File: config.mk
export PLATFORM = sky130hd
export DESIGN_NAME = ams_mode_sequencer
export DESIGN_NICKNAME = d
export VERILOG_FILES = /design/src/ams_pkg.sv /design/src/ams_tick_counter.sv /design/src/ams_mode_sequencer.sv
export SDC_FILE = /design/constraint.sdc
export NUM_CORES = 1
export LEC_CHECK = 0
export BUFFER_PORTS_ARGS = -buffer_cell sky130_fd_sc_hd__buf_2
export CAP_MARGIN = 10
export CORE_MARGIN = 5
export CORE_UTILIZATION = 40
export DETAILED_ROUTE_END_ITERATION = 6
export PLACE_DENSITY = 0.65
export SYNTH_ARGS = -nofsm -noshare
export SYNTH_HDL_FRONTEND = slang
export SYNTH_SLANG_ARGS = --single-unit
File: constraint.sdc
create_clock -name clk -period 2.7 [get_ports clk]
set_input_delay 0.405 -clock clk [delete_from_list [all_inputs] [get_ports clk]]
set_output_delay 0.405 -clock clk [all_outputs]
set_load 0.1 [all_outputs]
File: src/ams_pkg.sv
// constants, offsets and state codes for the adc mode sequencer
package ams_pkg;
    // register byte offsets
    localparam logic [7:0] OFF_MODE   = 8'h00;
    localparam logic [7:0] OFF_CTRL   = 8'h04;
    localparam logic [7:0] OFF_STAT   = 8'h08;
    localparam logic [7:0] OFF_GAIN   = 8'h0C;
    localparam logic [7:0] OFF_EGAIN  = 8'h10;
    localparam logic [7:0] OFF_COFS   = 8'h20; // + 4 * channel
    localparam logic [7:0] OFF_CGAIN  = 8'h30; // + 4 * channel
    // mode register fields
    localparam int MODE_RES_BIT  = 6;
    localparam int MODE_LPREF_BIT = 5;
    localparam int MODE_PWR_LSB  = 3;
    localparam int MODE_OP_LSB   = 0;
    localparam logic [7:0] MODE_RST   = 8'h00;
    localparam logic [7:0] MODE_WMASK = 8'h7F; // top bit reads zero
    // power mode codes
    localparam logic [1:0] PWR_NORMAL = 2'h0;
    localparam logic [1:0] PWR_LOW    = 2'h1;
    localparam logic [1:0] PWR_LOWP   = 2'h2;
    // operation mode codes
    localparam logic [2:0] OP_DOWN  = 3'h0;
    localparam logic [2:0] OP_CONT  = 3'h1;
    localparam logic [2:0] OP_SINGLE = 3'h2;
    localparam logic [2:0] OP_IDLE  = 3'h3;
    localparam logic [2:0] OP_OCAL  = 3'h4;
    localparam logic [2:0] OP_GCAL  = 3'h5;
    localparam logic [2:0] OP_ZCAL  = 3'h6;
    localparam logic [2:0] OP_FCAL  = 3'h7;
    // gain codes
    localparam logic [3:0] GAIN_128 = 4'h7;
    localparam logic [3:0] GAIN_512 = 4'h9;
    localparam logic [3:0] GAIN_RST = 4'h0;
    // control register: channel enables low, chop enable above
    localparam int CTRL_CHOP_BIT = 3;
    localparam logic [3:0] CTRL_RST = 4'h0;
    // status register: conversion ready per channel, calibration ready above
    localparam int STAT_CAL_BIT = 3;
    // converter clock cycles per conversion step
    localparam logic [1:0] TICKS_NOCHOP = 2'h2;
    localparam logic [1:0] TICKS_CHOP   = 2'h3;
    localparam logic [1:0] TICKS_SYSCAL = 2'h3;
    // calibration input source
    localparam logic [1:0] SRC_INPUT = 2'h0;
    localparam logic [1:0] SRC_ZERO  = 2'h1;
    localparam logic [1:0] SRC_REF   = 2'h2;
    localparam logic [1:0] SRC_PINS  = 2'h3;
    typedef enum logic [8:0] {
        ST_DOWN   = 9'b0_0000_0001,
        ST_CONT   = 9'b0_0000_0010,
        ST_SINGLE = 9'b0_0000_0100,
        ST_IDLE   = 9'b0_0000_1000,
        ST_OCAL   = 9'b0_0001_0000,
        ST_GCAL1  = 9'b0_0010_0000,
        ST_GCAL2  = 9'b0_0100_0000,
        ST_ZCAL   = 9'b0_1000_0000,
        ST_FCAL   = 9'b1_0000_0000
    } ams_state_e;
endpackage

File: src/ams_tick_counter.sv
// counts converter clock ticks and pulses when a step completes
`timescale 1ns/100ps
module ams_tick_counter
(
    input  wire logic       clk,
    input  wire logic       resetn,
    input  wire logic       clear,
    input  wire logic       run,
    input  wire logic       tick,
    input  wire logic [1:0] target,
    output logic            done
);
    logic [1:0] count_q;

    // step ends on the tick that completes the target count
    assign done = run && !clear && tick && (count_q == target - 2'd1);

    // count ticks, restart on clear, completion or stop
    always_ff @(posedge clk or negedge resetn)
    begin
        if (!resetn)
            count_q <= 2'd0;
        else if (clear || done || !run)
            count_q <= 2'd0;
        else if (tick)
            count_q <= count_q + 2'd1;
    end
endmodule

File: src/ams_mode_sequencer.sv
// adc subsystem mode sequencer with avalon-mm register slave
//
// Functional notes
// - power mode 00 runs normally using the programmed gain.
// - power mode 01 forces gain 128 and selects the 131 kHz oscillator.
// - power mode 10 forces gain 512 whatever gain is programmed.
// - operation code 000 powers down all converters and the reference.
// - code 001 makes enabled converters convert back to back forever.
// - code 010 makes enabled converters convert exactly once.
// - after the single conversion the subsystem drops to idle itself.
// - one conversion lasts two ticks, three when chopping is on.
// - code 011 keeps converters powered but held in reset.
// - code 100 calibrates offset against an internal zero input.
// - offset calibration result goes to the channel offset coefficient.
// - offset calibration end sets calibration and conversion ready, goes idle.
// - code 101 calibrates gain against the internal reference.
// - gain calibration has two stages, twice the offset duration.
// - gain calibration result goes to the channel gain coefficient.
// - gain calibration end sets calibration and conversion ready, goes idle.
// - code 110 calibrates zero scale against external pin voltage.
// - system zero scale calibration takes three converter cycles.
// - code 111 calibrates full scale against external pin input.
//
// Design decisions made here: the Avalon-MM register port and the address map.
`timescale 1ns/100ps
module ams_mode_sequencer
#(
    parameter int CH = 3,
    parameter int CW = 24
)
(
    input  wire logic            clk,
    input  wire logic            resetn,
    input  wire logic [7:0]      avs_address,
    input  wire logic            avs_read,
    input  wire logic            avs_write,
    input  wire logic [31:0]     avs_writedata,
    input  wire logic [3:0]      avs_byteenable,
    output logic [31:0]          avs_readdata,
    output logic                 avs_waitrequest,
    input  wire logic            conv_tick,
    input  wire logic [CH*CW-1:0] conv_result,
    output logic                 adc_power_on,
    output logic                 ref_power_on,
    output logic                 conv_hold_reset,
    output logic                 lp_osc_sel,
    output logic                 lp_ref_precise,
    output logic                 res_20k_sel,
    output logic [3:0]           eff_gain_code,
    output logic [CH-1:0]        chan_run,
    output logic [1:0]           cal_source
);
    import ams_pkg::*;

    ams_state_e        state_q;
    logic [7:0]        mode_q;
    logic [3:0]        ctrl_q;
    logic [3:0]        gain_q;
    logic [3:0]        stat_q;
    logic [CW-1:0]     cofs_q [CH];
    logic [CW-1:0]     cgain_q [CH];
    logic              ack_q;
    logic              wr_go;
    logic              rd_go;
    logic              mode_wr;
    logic              step_done;
    logic              step_run;
    logic [1:0]        step_ticks;
    logic [1:0]        pwr;
    logic [CH-1:0]     ch_en;
    logic              chop;
    logic              cal_end;
    logic [CH-1:0]     stat_w1c;

    // merge write data into an old value under the byte enables
    function automatic logic [31:0] be_merge(input logic [31:0] old,
                                             input logic [31:0] wd,
                                             input logic [3:0]  be);
        logic [31:0] r;
        r = old;
        for (int i = 0; i < 4; i++)
            if (be[i])
                r[i*8 +: 8] = wd[i*8 +: 8];
        return r;
    endfunction

    // map an operation code onto its sequencer state
    function automatic ams_state_e op_state(input logic [2:0] op);
        case (op)
            OP_DOWN:   op_state = ST_DOWN;
            OP_CONT:   op_state = ST_CONT;
            OP_SINGLE: op_state = ST_SINGLE;
            OP_IDLE:   op_state = ST_IDLE;
            OP_OCAL:   op_state = ST_OCAL;
            OP_GCAL:   op_state = ST_GCAL1;
            OP_ZCAL:   op_state = ST_ZCAL;
            OP_FCAL:   op_state = ST_FCAL;
            default:   op_state = ST_DOWN;
        endcase
    endfunction

    // bus handshake: every access is answered on the second cycle
    assign avs_waitrequest = !ack_q;
    assign wr_go           = avs_write && ack_q;
    assign rd_go           = avs_read && !ack_q;
    assign mode_wr         = wr_go && (avs_address == OFF_MODE);

    // acknowledge flop
    always_ff @(posedge clk or negedge resetn)
    begin
        if (!resetn)
            ack_q <= 1'b0;
        else
            ack_q <= (avs_read || avs_write) && !ack_q;
    end

    // field views
    assign pwr   = mode_q[MODE_PWR_LSB +: 2];
    assign ch_en = ctrl_q[CH-1:0];
    assign chop  = ctrl_q[CTRL_CHOP_BIT];

    // gain override by power mode
    always_comb
    begin
        case (pwr)
            PWR_LOW:  eff_gain_code = GAIN_128;
            PWR_LOWP: eff_gain_code = GAIN_512;
            default:  eff_gain_code = gain_q;
        endcase
    end

    // pin controls from the mode register, power and hold from the sequencer state
    assign lp_osc_sel     = (pwr == PWR_LOW);
    assign lp_ref_precise = mode_q[MODE_LPREF_BIT];
    assign res_20k_sel    = mode_q[MODE_RES_BIT];
    assign adc_power_on   = (state_q != ST_DOWN);
    assign ref_power_on   = (state_q != ST_DOWN);
    assign conv_hold_reset = (state_q == ST_IDLE) || (state_q == ST_DOWN);

    // converters run in every active state
    assign step_run = !(state_q inside {ST_DOWN, ST_IDLE});
    assign chan_run = step_run ? ch_en : '0;

    // input source per calibration kind
    always_comb
    begin
        case (state_q)
            ST_OCAL:  cal_source = SRC_ZERO;
            ST_GCAL1: cal_source = SRC_REF;
            ST_GCAL2: cal_source = SRC_REF;
            ST_ZCAL:  cal_source = SRC_PINS;
            ST_FCAL:  cal_source = SRC_PINS;
            default:  cal_source = SRC_INPUT;
        endcase
    end

    // ticks per step: system calibrations fixed, others depend on chop
    assign step_ticks = (state_q inside {ST_ZCAL, ST_FCAL}) ? TICKS_SYSCAL
                      : (chop ? TICKS_CHOP : TICKS_NOCHOP);

    ams_tick_counter u_ticks
    (
        .clk    (clk),
        .resetn (resetn),
        .clear  (mode_wr),
        .run    (step_run),
        .tick   (conv_tick),
        .target (step_ticks),
        .done   (step_done)
    );

    // calibration finishes at the end of its last step
    assign cal_end = step_done &&
                     (state_q inside {ST_OCAL, ST_GCAL2, ST_ZCAL, ST_FCAL});

    // sequencer: software write starts a mode, completion moves on
    always_ff @(posedge clk or negedge resetn)
    begin
        if (!resetn)
            state_q <= ST_DOWN;
        else if (mode_wr)
            state_q <= op_state(3'(be_merge({24'h0, mode_q}, avs_writedata,
                                            avs_byteenable)));
        else if (step_done)
        begin
            case (state_q)
                ST_CONT:   state_q <= ST_CONT;
                ST_SINGLE: state_q <= ST_IDLE;
                ST_GCAL1:  state_q <= ST_GCAL2;
                ST_OCAL:   state_q <= ST_IDLE;
                ST_GCAL2:  state_q <= ST_IDLE;
                ST_ZCAL:   state_q <= ST_IDLE;
                ST_FCAL:   state_q <= ST_IDLE;
                default:   state_q <= state_q;
            endcase
        end
    end

    // mode register; a new software command outranks a completion
    always_ff @(posedge clk or negedge resetn)
    begin
        if (!resetn)
            mode_q <= MODE_RST;
        else if (mode_wr)
            mode_q <= 8'(be_merge({24'h0, mode_q}, avs_writedata, avs_byteenable))
                      & MODE_WMASK;
        else if (step_done && (state_q inside {ST_SINGLE, ST_OCAL, ST_GCAL2,
                                               ST_ZCAL, ST_FCAL}))
            mode_q[MODE_OP_LSB +: 3] <= OP_IDLE;
    end

    // control and programmed gain registers
    always_ff @(posedge clk or negedge resetn)
    begin
        if (!resetn)
        begin
            ctrl_q <= CTRL_RST;
            gain_q <= GAIN_RST;
        end
        else if (wr_go && avs_byteenable[0])
        begin
            if (avs_address == OFF_CTRL)
                ctrl_q <= avs_writedata[3:0];
            if (avs_address == OFF_GAIN)
                gain_q <= avs_writedata[3:0];
        end
    end

    // status: write one to clear, a new event wins over the clear
    assign stat_w1c = (wr_go && avs_address == OFF_STAT && avs_byteenable[0])
                      ? avs_writedata[CH-1:0] : '0;

    always_ff @(posedge clk or negedge resetn)
    begin
        if (!resetn)
            stat_q <= 4'h0;
        else
        begin
            for (int c = 0; c < CH; c++)
                stat_q[c] <= (step_done && ch_en[c]) ||
                             (stat_q[c] && !stat_w1c[c]);
            stat_q[STAT_CAL_BIT] <= cal_end ||
                (stat_q[STAT_CAL_BIT] && !(wr_go && avs_address == OFF_STAT
                 && avs_byteenable[0] && avs_writedata[STAT_CAL_BIT]));
        end
    end

    // coefficient registers: software access, calibration results land here
    always_ff @(posedge clk or negedge resetn)
    begin
        if (!resetn)
        begin
            for (int c = 0; c < CH; c++)
            begin
                cofs_q[c]  <= '0;
                cgain_q[c] <= '0;
            end
        end
        else
        begin
            for (int c = 0; c < CH; c++)
            begin
                if (wr_go && avs_address == OFF_COFS + 8'(4 * c))
                    cofs_q[c] <= CW'(be_merge(32'(cofs_q[c]), avs_writedata,
                                              avs_byteenable));
                else if (step_done && ch_en[c] &&
                         (state_q inside {ST_OCAL, ST_ZCAL}))
                    cofs_q[c] <= conv_result[c*CW +: CW];
                if (wr_go && avs_address == OFF_CGAIN + 8'(4 * c))
                    cgain_q[c] <= CW'(be_merge(32'(cgain_q[c]), avs_writedata,
                                               avs_byteenable));
                else if (step_done && ch_en[c] &&
                         (state_q inside {ST_GCAL2, ST_FCAL}))
                    cgain_q[c] <= conv_result[c*CW +: CW];
            end
        end
    end

    // read data registered in the request cycle, unmapped reads zero
    always_ff @(posedge clk or negedge resetn)
    begin
        if (!resetn)
            avs_readdata <= 32'h0000_0000;
        else if (rd_go)
        begin
            avs_readdata <= 32'h0000_0000;
            case (avs_address)
                OFF_MODE:  avs_readdata <= {24'h00_0000, mode_q};
                OFF_CTRL:  avs_readdata <= {28'h000_0000, ctrl_q};
                OFF_STAT:  avs_readdata <= {28'h000_0000, stat_q};
                OFF_GAIN:  avs_readdata <= {28'h000_0000, gain_q};
                OFF_EGAIN: avs_readdata <= {28'h000_0000, eff_gain_code};
                default:
                begin
                    for (int c = 0; c < CH; c++)
                    begin
                        if (avs_address == OFF_COFS + 8'(4 * c))
                            avs_readdata <= 32'(cofs_q[c]);
                        if (avs_address == OFF_CGAIN + 8'(4 * c))
                            avs_readdata <= 32'(cgain_q[c]);
                    end
                end
            endcase
        end
    end
endmodule

# Word-level counts from Yosys, hierarchy flattened
# Memories as Yosys holds them, arrays and structs flattened.
# Cells that the tools add are included.
# word_totals
reg_bits,207
rom_bits,64
out_inout_bits,48
n_memories,1
# memory_table
name,words,word_bits,read_ports,rd_clocked_by_memory_dff,write_ports,line,rtl
(name not given),8,8,1,0,0,ams_mode_sequencer.sv:89,case (op)
# classes
add_sub_neg,2
n_eq_ne,41
mux,37
n_reduce_logical,88
# ops
op,n
$mux W24,13
$mux W32,5
$pmux W32 S5,1
$eq A8 B6 Y1 const B,6
$reduce_and A2 Y1,21
$ne A2 B2 Y1 const B,18
$logic_and A1 B1 Y1,32
$pmux W9 S3,1
$reduce_bool A2 Y1,13
$mux W8,3
$mux W9,2
$eq A8 B4 Y1 const B,2
$mux W3,5
$eq A9 B1 Y1 const B,1
$eq A9 B2 Y1 const B,1
$eq A9 B3 Y1 const B,1
$eq A9 B4 Y1 const B,1
$eq A9 B5 Y1 const B,1
$eq A9 B6 Y1 const B,1
$eq A9 B7 Y1 const B,1
$eq A9 B8 Y1 const B,1
$eq A9 B9 Y1 const B,1
$ne A9 B1 Y1 const B,1
$eq A8 B3 Y1 const B,1
18 further kinds,35

# Depth between registers and ports, before layout
# Gate-level depths: netlist of the first run.
# depth
depth_word,10
depth_mapped,10
mapped_depth_nobuf,8

# By module
# A second synthesis of the first run with hierarchy kept.
# unflattened
hier_cells,1212
hier_area_um2,11265.8
# modules_own_cells
mod,n_inst,cells_per_inst,area_per_inst_um2,seq_area_each_um2
ams_mode_sequencer,1,1194,11113.2,4931.0
ams_tick_counter,1,18,152.6,50.0

# Worst setup path after synthesis of the first run
# Ideal clock, no wire load.
# synth_timing
kind,reg2out
from,register state_q[7]
to,output port cal_source[1]
arrival_time_ps,2980
required_ps,2295
setup_slack_ps,-685
path_stages_with_launch,7
path_cell_list,dfrtp_1 > buf_2 > xor2_1 > o21ai_0 > nor2_1 > a21oi_1 > nor3_1
# synth_between
elab_chain_cells,3
# synth_lines
item,line,rtl
"start, declared",ams_mode_sequencer.sv:55,ams_state_e state_q;
"start signal, assigned",ams_mode_sequencer.sv:182,"state_q <= op_state(3'(be_merge({24'h0, mode_q}, avs_writedata,"
"start signal, assigned",ams_mode_sequencer.sv:194,default: state_q <= state_q;
"$eq A9 B8 Y1, or another cell as far along",ams_mode_sequencer.sv:147,case (state_q)
$reduce_or A2 Y1 (no source line),--,
$pmux W2 S3 (*),ams_mode_sequencer.sv:147,
"end, declared",ams_mode_sequencer.sv:51,output logic [1:0] cal_source
# Mark *: on every way between the ends. The rest lies on a longest branch, timed or not.

# Worst setup path after layout of the first run
# layout_timing
from,register state_q[1]
to,output port cal_source[0]
# Same word-level chain as after synthesis.

==> results.cfg, run 1 <==
[power_and_ir_drop]
p_total_mw = 6.78
p_leak_nw = 6.40
power.density_nw_per_um2 = 514
ir_drop_uv = 441

[sta]
fin_crit_ns = 2.61
finalHoldViolations = 11
worst_pin_slew_ns = 0.683
grt_setup_unrepaired = yes
holdWs_ns = -0.0237
slew_headroom = 0.532
setup_violations = 0
max_freq_mhz = 383
period_share = 0.968
drv_slew = 0
fin_skew_ns = 0.0145

[synthesis]
syn_inst = 1090
ys.flop_type = dfrtp_1
synth_edf_count = 0
ys_types = 67
async_flop_share = 1.00
synth_area_per_cell_um2 = 9.97
ys_seq_elements = 199
yosysWarningCount = 0
netlist_area_um2 = 10900
synth-seq-area-share = 0.458

[grt]
antenna_found_initial = 2
grt_overflow = 0
grt_usage = 0.234
grt_max_degree = 77
grt_pass1_vias = 9707
busiest_layer = met2
use_met1 = 0.331
gr-usage-met3 = 0.0437
grt_pass1_wl_mm = 56.2
met2_usage = 0.371

[finish]
regArea_um2 = 4980
final_cell_mix = 198 x dfrtp_1, 149 x buf_2, 106 x nor2_1, 96 x a21oi_1, 78 x mux2_2
final_common_cell = dfrtp_1
final_cell_area_um2 = 13200
nFillCells = 2502
drive_gt1_frac = 0.290
nNetsFinal = 1398
synthToLayoutAreaGrowth_pct = 21.3
multi_input_area_um2 = 5580

[cts]
h-tree-depth = 4
insertion_delay_ns = 0.45
cts.reportedPaths.clkPinSlew_ns = 0.08
tritoncts = built
ctsHoldBuffers = 0
cts_buffer_depth = 2
cts.sinks = 199
cts_root_buffer = clkbuf_16
cts_buffers = 17

[drt]
drc_errors = 0
ant_nets = 0
dr.pass1.iters = 6
finalWirelength_mm = 35.8
vias = 9586
first_iter_violations = 757
viasPerCell = 5.88
routedWlPerCell_um = 22.0

[setup_path]
cp_max_fo = 5
cp.arrival_ns = 2.21
crit_chain = or3_4 -> nor2_1 -> buf_4 -> o311a_1 -> buf_2
critPathKind = reg2out
crit_slowest_cell = dfrtp_1
cp.required_ns = 2.30
cp-start-kind = flop
cpPeakStageDelay_ns = 0.44
critPathCaptureType = output port

[placed_design]
hpwl_mm = 25.7
portBuffers = 151
placed_area_um2 = 12600
routabilityCongestion = 0.900

[die]
die_area_um2 = 30600
die_w_um = 175
die_h_um = 175
io_pins = 169
design.core.area_um2 = 26900
start_util = 0.405
rows = 60

[run_status]
status = finished, violations left
violations = negative hold slack

[min_path]
hp-class = in2async

[flow_run]
maxCapViolations = 0
==> state kept, by name, indices dropped and copies added (netlist names), 4 cells and up <==
register	cells
cgain_q	72
stat_q	4
avs_readdata	24
mode_q	7
cofs_q	72
gain_q	4
ctrl_q	4
state_q	9
==> routing by layer <==
metal / part of all wire / up-vias
met5: 0.00036 / -
met4: 0.022 / 2
met3: 0.077 / 52
met2: 0.46 / 404
met1: 0.44 / 4726
li1: - / 4402
==> report_power, final <==
group	internal [mW]	total [mW]	switching (mW)
Sequential	3.08	3.14	0.0647
Clock	1.26	2.62	1.36
Combinational	0.319	1.02	0.701
Total	4.66	6.78	2.12
==> path summary, 6_finish.rpt <==
kind	start	cells past startpoint	end	slack [ns]
min	resetn	1	cofs_q[67]	-0.02
max	state_q[1]	5	cal_source[0]	0.09
max in group asynchronous	resetn	2	cofs_q[6]	1.95
min in group clk	conv_result[7]	3	cgain_q[55]	0.23
max reg2reg	state_q[1]	8	cgain_q[15]	0.10
min reg2reg	cofs_q[39]	2	cofs_q[39]	0.48
==> cell usage after synthesis (3+ instances only) <==
master | count | area [µm²]
a21oi_1 | 96 | 480
a221oi_1 | 21 | 184
a22o_1 | 6 | 52.6
a22oi_1 | 4 | 30.0
a31oi_1 | 3 | 18.8
a31oi_4 | 3 | 63.8
and2_1 | 5 | 31.3
and3_1 | 8 | 50.1
buf_1 | 7 | 26.3
buf_2 | 12 | 60.1
buf_4 | 15 | 113
buf_6 | 3 | 33.8
clkbuf_1 | 38 | 143
dfrtp_1 | 198 | 4950
inv_1 | 8 | 30.0
mux2_2 | 78 | 878
mux2i_1 | 70 | 701
nand2_1 | 77 | 289
nand2b_1 | 8 | 50.1
nand3_1 | 17 | 85.1
nand4b_1 | 3 | 26.3
nor2_1 | 106 | 398
nor2b_1 | 6 | 37.5
nor3_1 | 39 | 195
nor4_1 | 3 | 18.8
o21a_1 | 48 | 360
o21ai_0 | 60 | 300
o21ai_1 | 6 | 30.0
o221ai_1 | 4 | 35.0
o22a_1 | 49 | 429
o22ai_1 | 30 | 188
o2bb2ai_1 | 3 | 26.3
o31ai_1 | 3 | 22.5
or4_1 | 3 | 22.5
or4b_2 | 3 | 30.0
xnor2_1 | 3 | 26.3
xor2_1 | 5 | 43.8
==> worst max-delay path: cells and delay by family, from the launching register on <==
family          cells  cell delay [ns]
compound gates      1             0.15
buf+inv             2             0.58
flops               1             0.44
simple gates        2             0.59
==> cells by family after synthesis <==
logic type,after synthesis,synth area share
compound gates,348,0.215
xor+xnor,8,0.00645
fa+ha+maj,2,0.00230
buf+inv,83,0.0373
flops,199,0.458
mux,149,0.146
other cells,1,0.000345
simple gates,300,0.134
==> area by class of cell <==
type,count,area share
clock buffers,17,0.0323
well taps,341,0.0323
inverters,8,0.00228
repair buffers,234,0.119
diodes,1,0.000190
flip-flops and latches,199,0.378
multi-input cells,815,0.423
clock inverters,15,0.0137
==> through the flow <==
stage,utilization,hold slack (ns),instances,TNS (ns),setup slack (ns)
floorplan,-,0.109,1097,0,0.00594
global placement,0.467,0.466,1596,-0.899,-0.0629
detailed placement,0.467,0.468,1596,-0.491,-0.0466
CTS,0.490,0.0194,1628,0,0.00812
global route,0.491,0.0332,1630,-0.311,-0.0538
finish,0.491,-0.0237,1630,0,0.0861
==> timing repair <==
item	in CTS	in global routing
endpoints found under the setup margin	1	26
endpoints found under the hold margin	0	0
pin swaps	0	1
buffers inserted	0	1
resized for setup	1	4
Note: power is estimated with default switching activity, not from simulation.
==> run 2, diff against run 1 <==
Settings changed: CTS_BUF_LIST set to sky130_fd_sc_hd__clkbuf_2 sky130_fd_sc_hd__clkbuf_4 sky130_fd_sc_hd__clkbuf_8.
==> results.cfg, run 2 (synthesis results as in run 1) <==
[run_status]
status = completed

[grt]
grt_pass1_wl_mm = 56.0
grt_usage = 0.233
grt_overflow = 0
grt_max_degree = 77
antenna_found_initial = 1
grt_pass1_vias = 9648

[drt]
viasPerCell = 5.89
drc_errors = 0
first_iter_violations = 771
ant_nets = 0
vias = 9596
routedWlPerCell_um = 22.0
dr.pass1.iters = 5
finalWirelength_mm = 35.9

[setup_path]
cp.arrival_ns = 3.02
cpMostUsedCell = buf_12
cpPeakStageDelay_ns = 0.59
crit_chain = or3_4 -> o41ai_2 -> nand2_2 -> or4b_1 -> buf_12 -> nand2_1 -> buf_12 -> o21a_1
cp.required_ns = 3.12
cp_top_family = simple AND/OR/NAND/NOR gates
crit_slowest_cell = or4b_1
critPathKind = reg2reg
path_buf_inv = 2
critPathCaptureType = flop
cp-start-kind = flop
cp_max_fo = 27

[die]
die_w_um = 175
die_area_um2 = 30600
io_pins = 169
design.core.area_um2 = 26900
start_util = 0.405
rows = 60
die_h_um = 175

[placed_design]
portBuffers = 151
post-place-cells = 1596
hpwl_mm = 25.7
routabilityCongestion = 0.900
dp_worst_setup_slack_ns = -0.0466
placed_area_um2 = 12600

[finish]
final_common_cell = dfrtp_1
regArea_um2 = 4980
num_antenna_cells = 0
synthToLayoutAreaGrowth_pct = 19.7
final_cells = 1630
drive_gt1_frac = 0.290
largestRegisters = cgain_q: 72 flops, cofs_q: 72 flops, avs_readdata: 24 flops
nNetsFinal = 1399
nFillCells = 2527
final_cell_area_um2 = 13000
multi_input_area_um2 = 5580
final_cell_mix = 198 x dfrtp_1, 147 x buf_2, 106 x nor2_1, 96 x a21oi_1, 78 x mux2_2

[cts]
cts_root_buffer = clkbuf_8
h-tree-depth = 4
cts.sinks = 199
cts_buffers = 17
tritoncts = built
insertion_delay_ns = 0.48
cts.reportedPaths.clkPinSlew_ns = 0.12
cts_buffer_depth = 2

[sta]
period_share = 0.965
finalHoldViolations = 0
slew_headroom = 0.537
grt_setup_unrepaired = yes
holdWs_ns = 0.193
max_freq_mhz = 384
drv_slew = 0
layout_setup_ws_ns = 0.0933
fin_crit_ns = 2.61
setup_violations = 0
fin_skew_ns = 0.0212
worst_pin_slew_ns = 0.675

[min_path]
hp-class = in2reg

[flow_run]
maxCapViolations = 0

[power_and_ir_drop]
ir_drop_uv = 280
power.density_nw_per_um2 = 474
p_leak_nw = 6.31
==> run 2: changes by cell type in the layout (fill, tap and decap cells not counted), sizes merged <==
cell,change
buf,-1
clkbuf,+1
diode,-1
dlygate4sd3,+1
==> run 2: cell type report <==
class | instances | share of cell area
Tap cell | 341 | 0.0328
Clock inverter | 15 | 0.0138
Clock buffer | 17 | 0.0180
Inverter | 8 | 0.00231
Timing Repair Buffer | 235 | 0.121
Sequential cell | 199 | 0.383
Multi-Input combinational cell | 815 | 0.429
==> run 2: repair_timing <==
action                     4_1_cts  5_1_grt
gates cloned                     0        0
buffers inserted                 0        1
hold endpoints to repair        55        0
pin swaps                        0        2
hold buffers                     1        0
gates resized for setup          3        4
setup endpoints to repair       14       33
==> run 2: worst min-delay path, stage by stage <==
cell and delay, ns:
buf_2 0.08, o22ai_1 0.07, nor2_1 0.08
==> run 2: final timing paths <==
kind / start / end / slack [ns] / depth (start not counted)
min reg2reg: cofs_q[34] / cofs_q[34] / 0.50 / 2
min: conv_result[17] / cgain_q[65] / 0.19 / 3
max: state_q[1] / cgain_q[15] / 0.09 / 8
max reg2reg: state_q[1] / cgain_q[15] / 0.09 / 8
min in group asynchronous: resetn / cofs_q[67] / 0.50 / 2
max in group asynchronous: resetn / cofs_q[6] / 1.41 / 3
==> run 2: through the flow <==
| stage | power, mW | utilization | TNS [ns] |
|---|---|---|---|
| 2_1_floorplan | 3.81 | - | 0 |
| 3_3_place_gp | 4.19 | 0.467 | -0.899 |
| 3_5_place_dp | 4.21 | 0.467 | -0.491 |
| 4_1_cts | 6.19 | 0.483 | 0 |
| 5_1_grt | 6.40 | 0.484 | -0.436 |
| 6_report | 6.16 | 0.484 | 0 |
==> run 2: power by group <==
| part | internal [mW] | leakage (nW) | switching [mW] |
|---|---|---|---|
| logic | 0.320 | 3.36 | 0.704 |
| clock network | 0.717 | 0.203 | 1.28 |
| registers | 3.08 | 2.74 | 0.0653 |
| total | 4.12 | 6.31 | 2.05 |
==> run 2: per-layer routing <==
layer | part of all wire | up-vias | wire length [µm] | GRT usage
met5 | 0.00056 | - | 20 | 0
met4 | 0.018 | 2 | 654 | 0.0527
met3 | 0.070 | 41 | 2520 | 0.0459
met2 | 0.46 | 373 | 16600 | 0.369
met1 | 0.45 | 4778 | 16100 | 0.333
li1 | - | 4402 | - | -
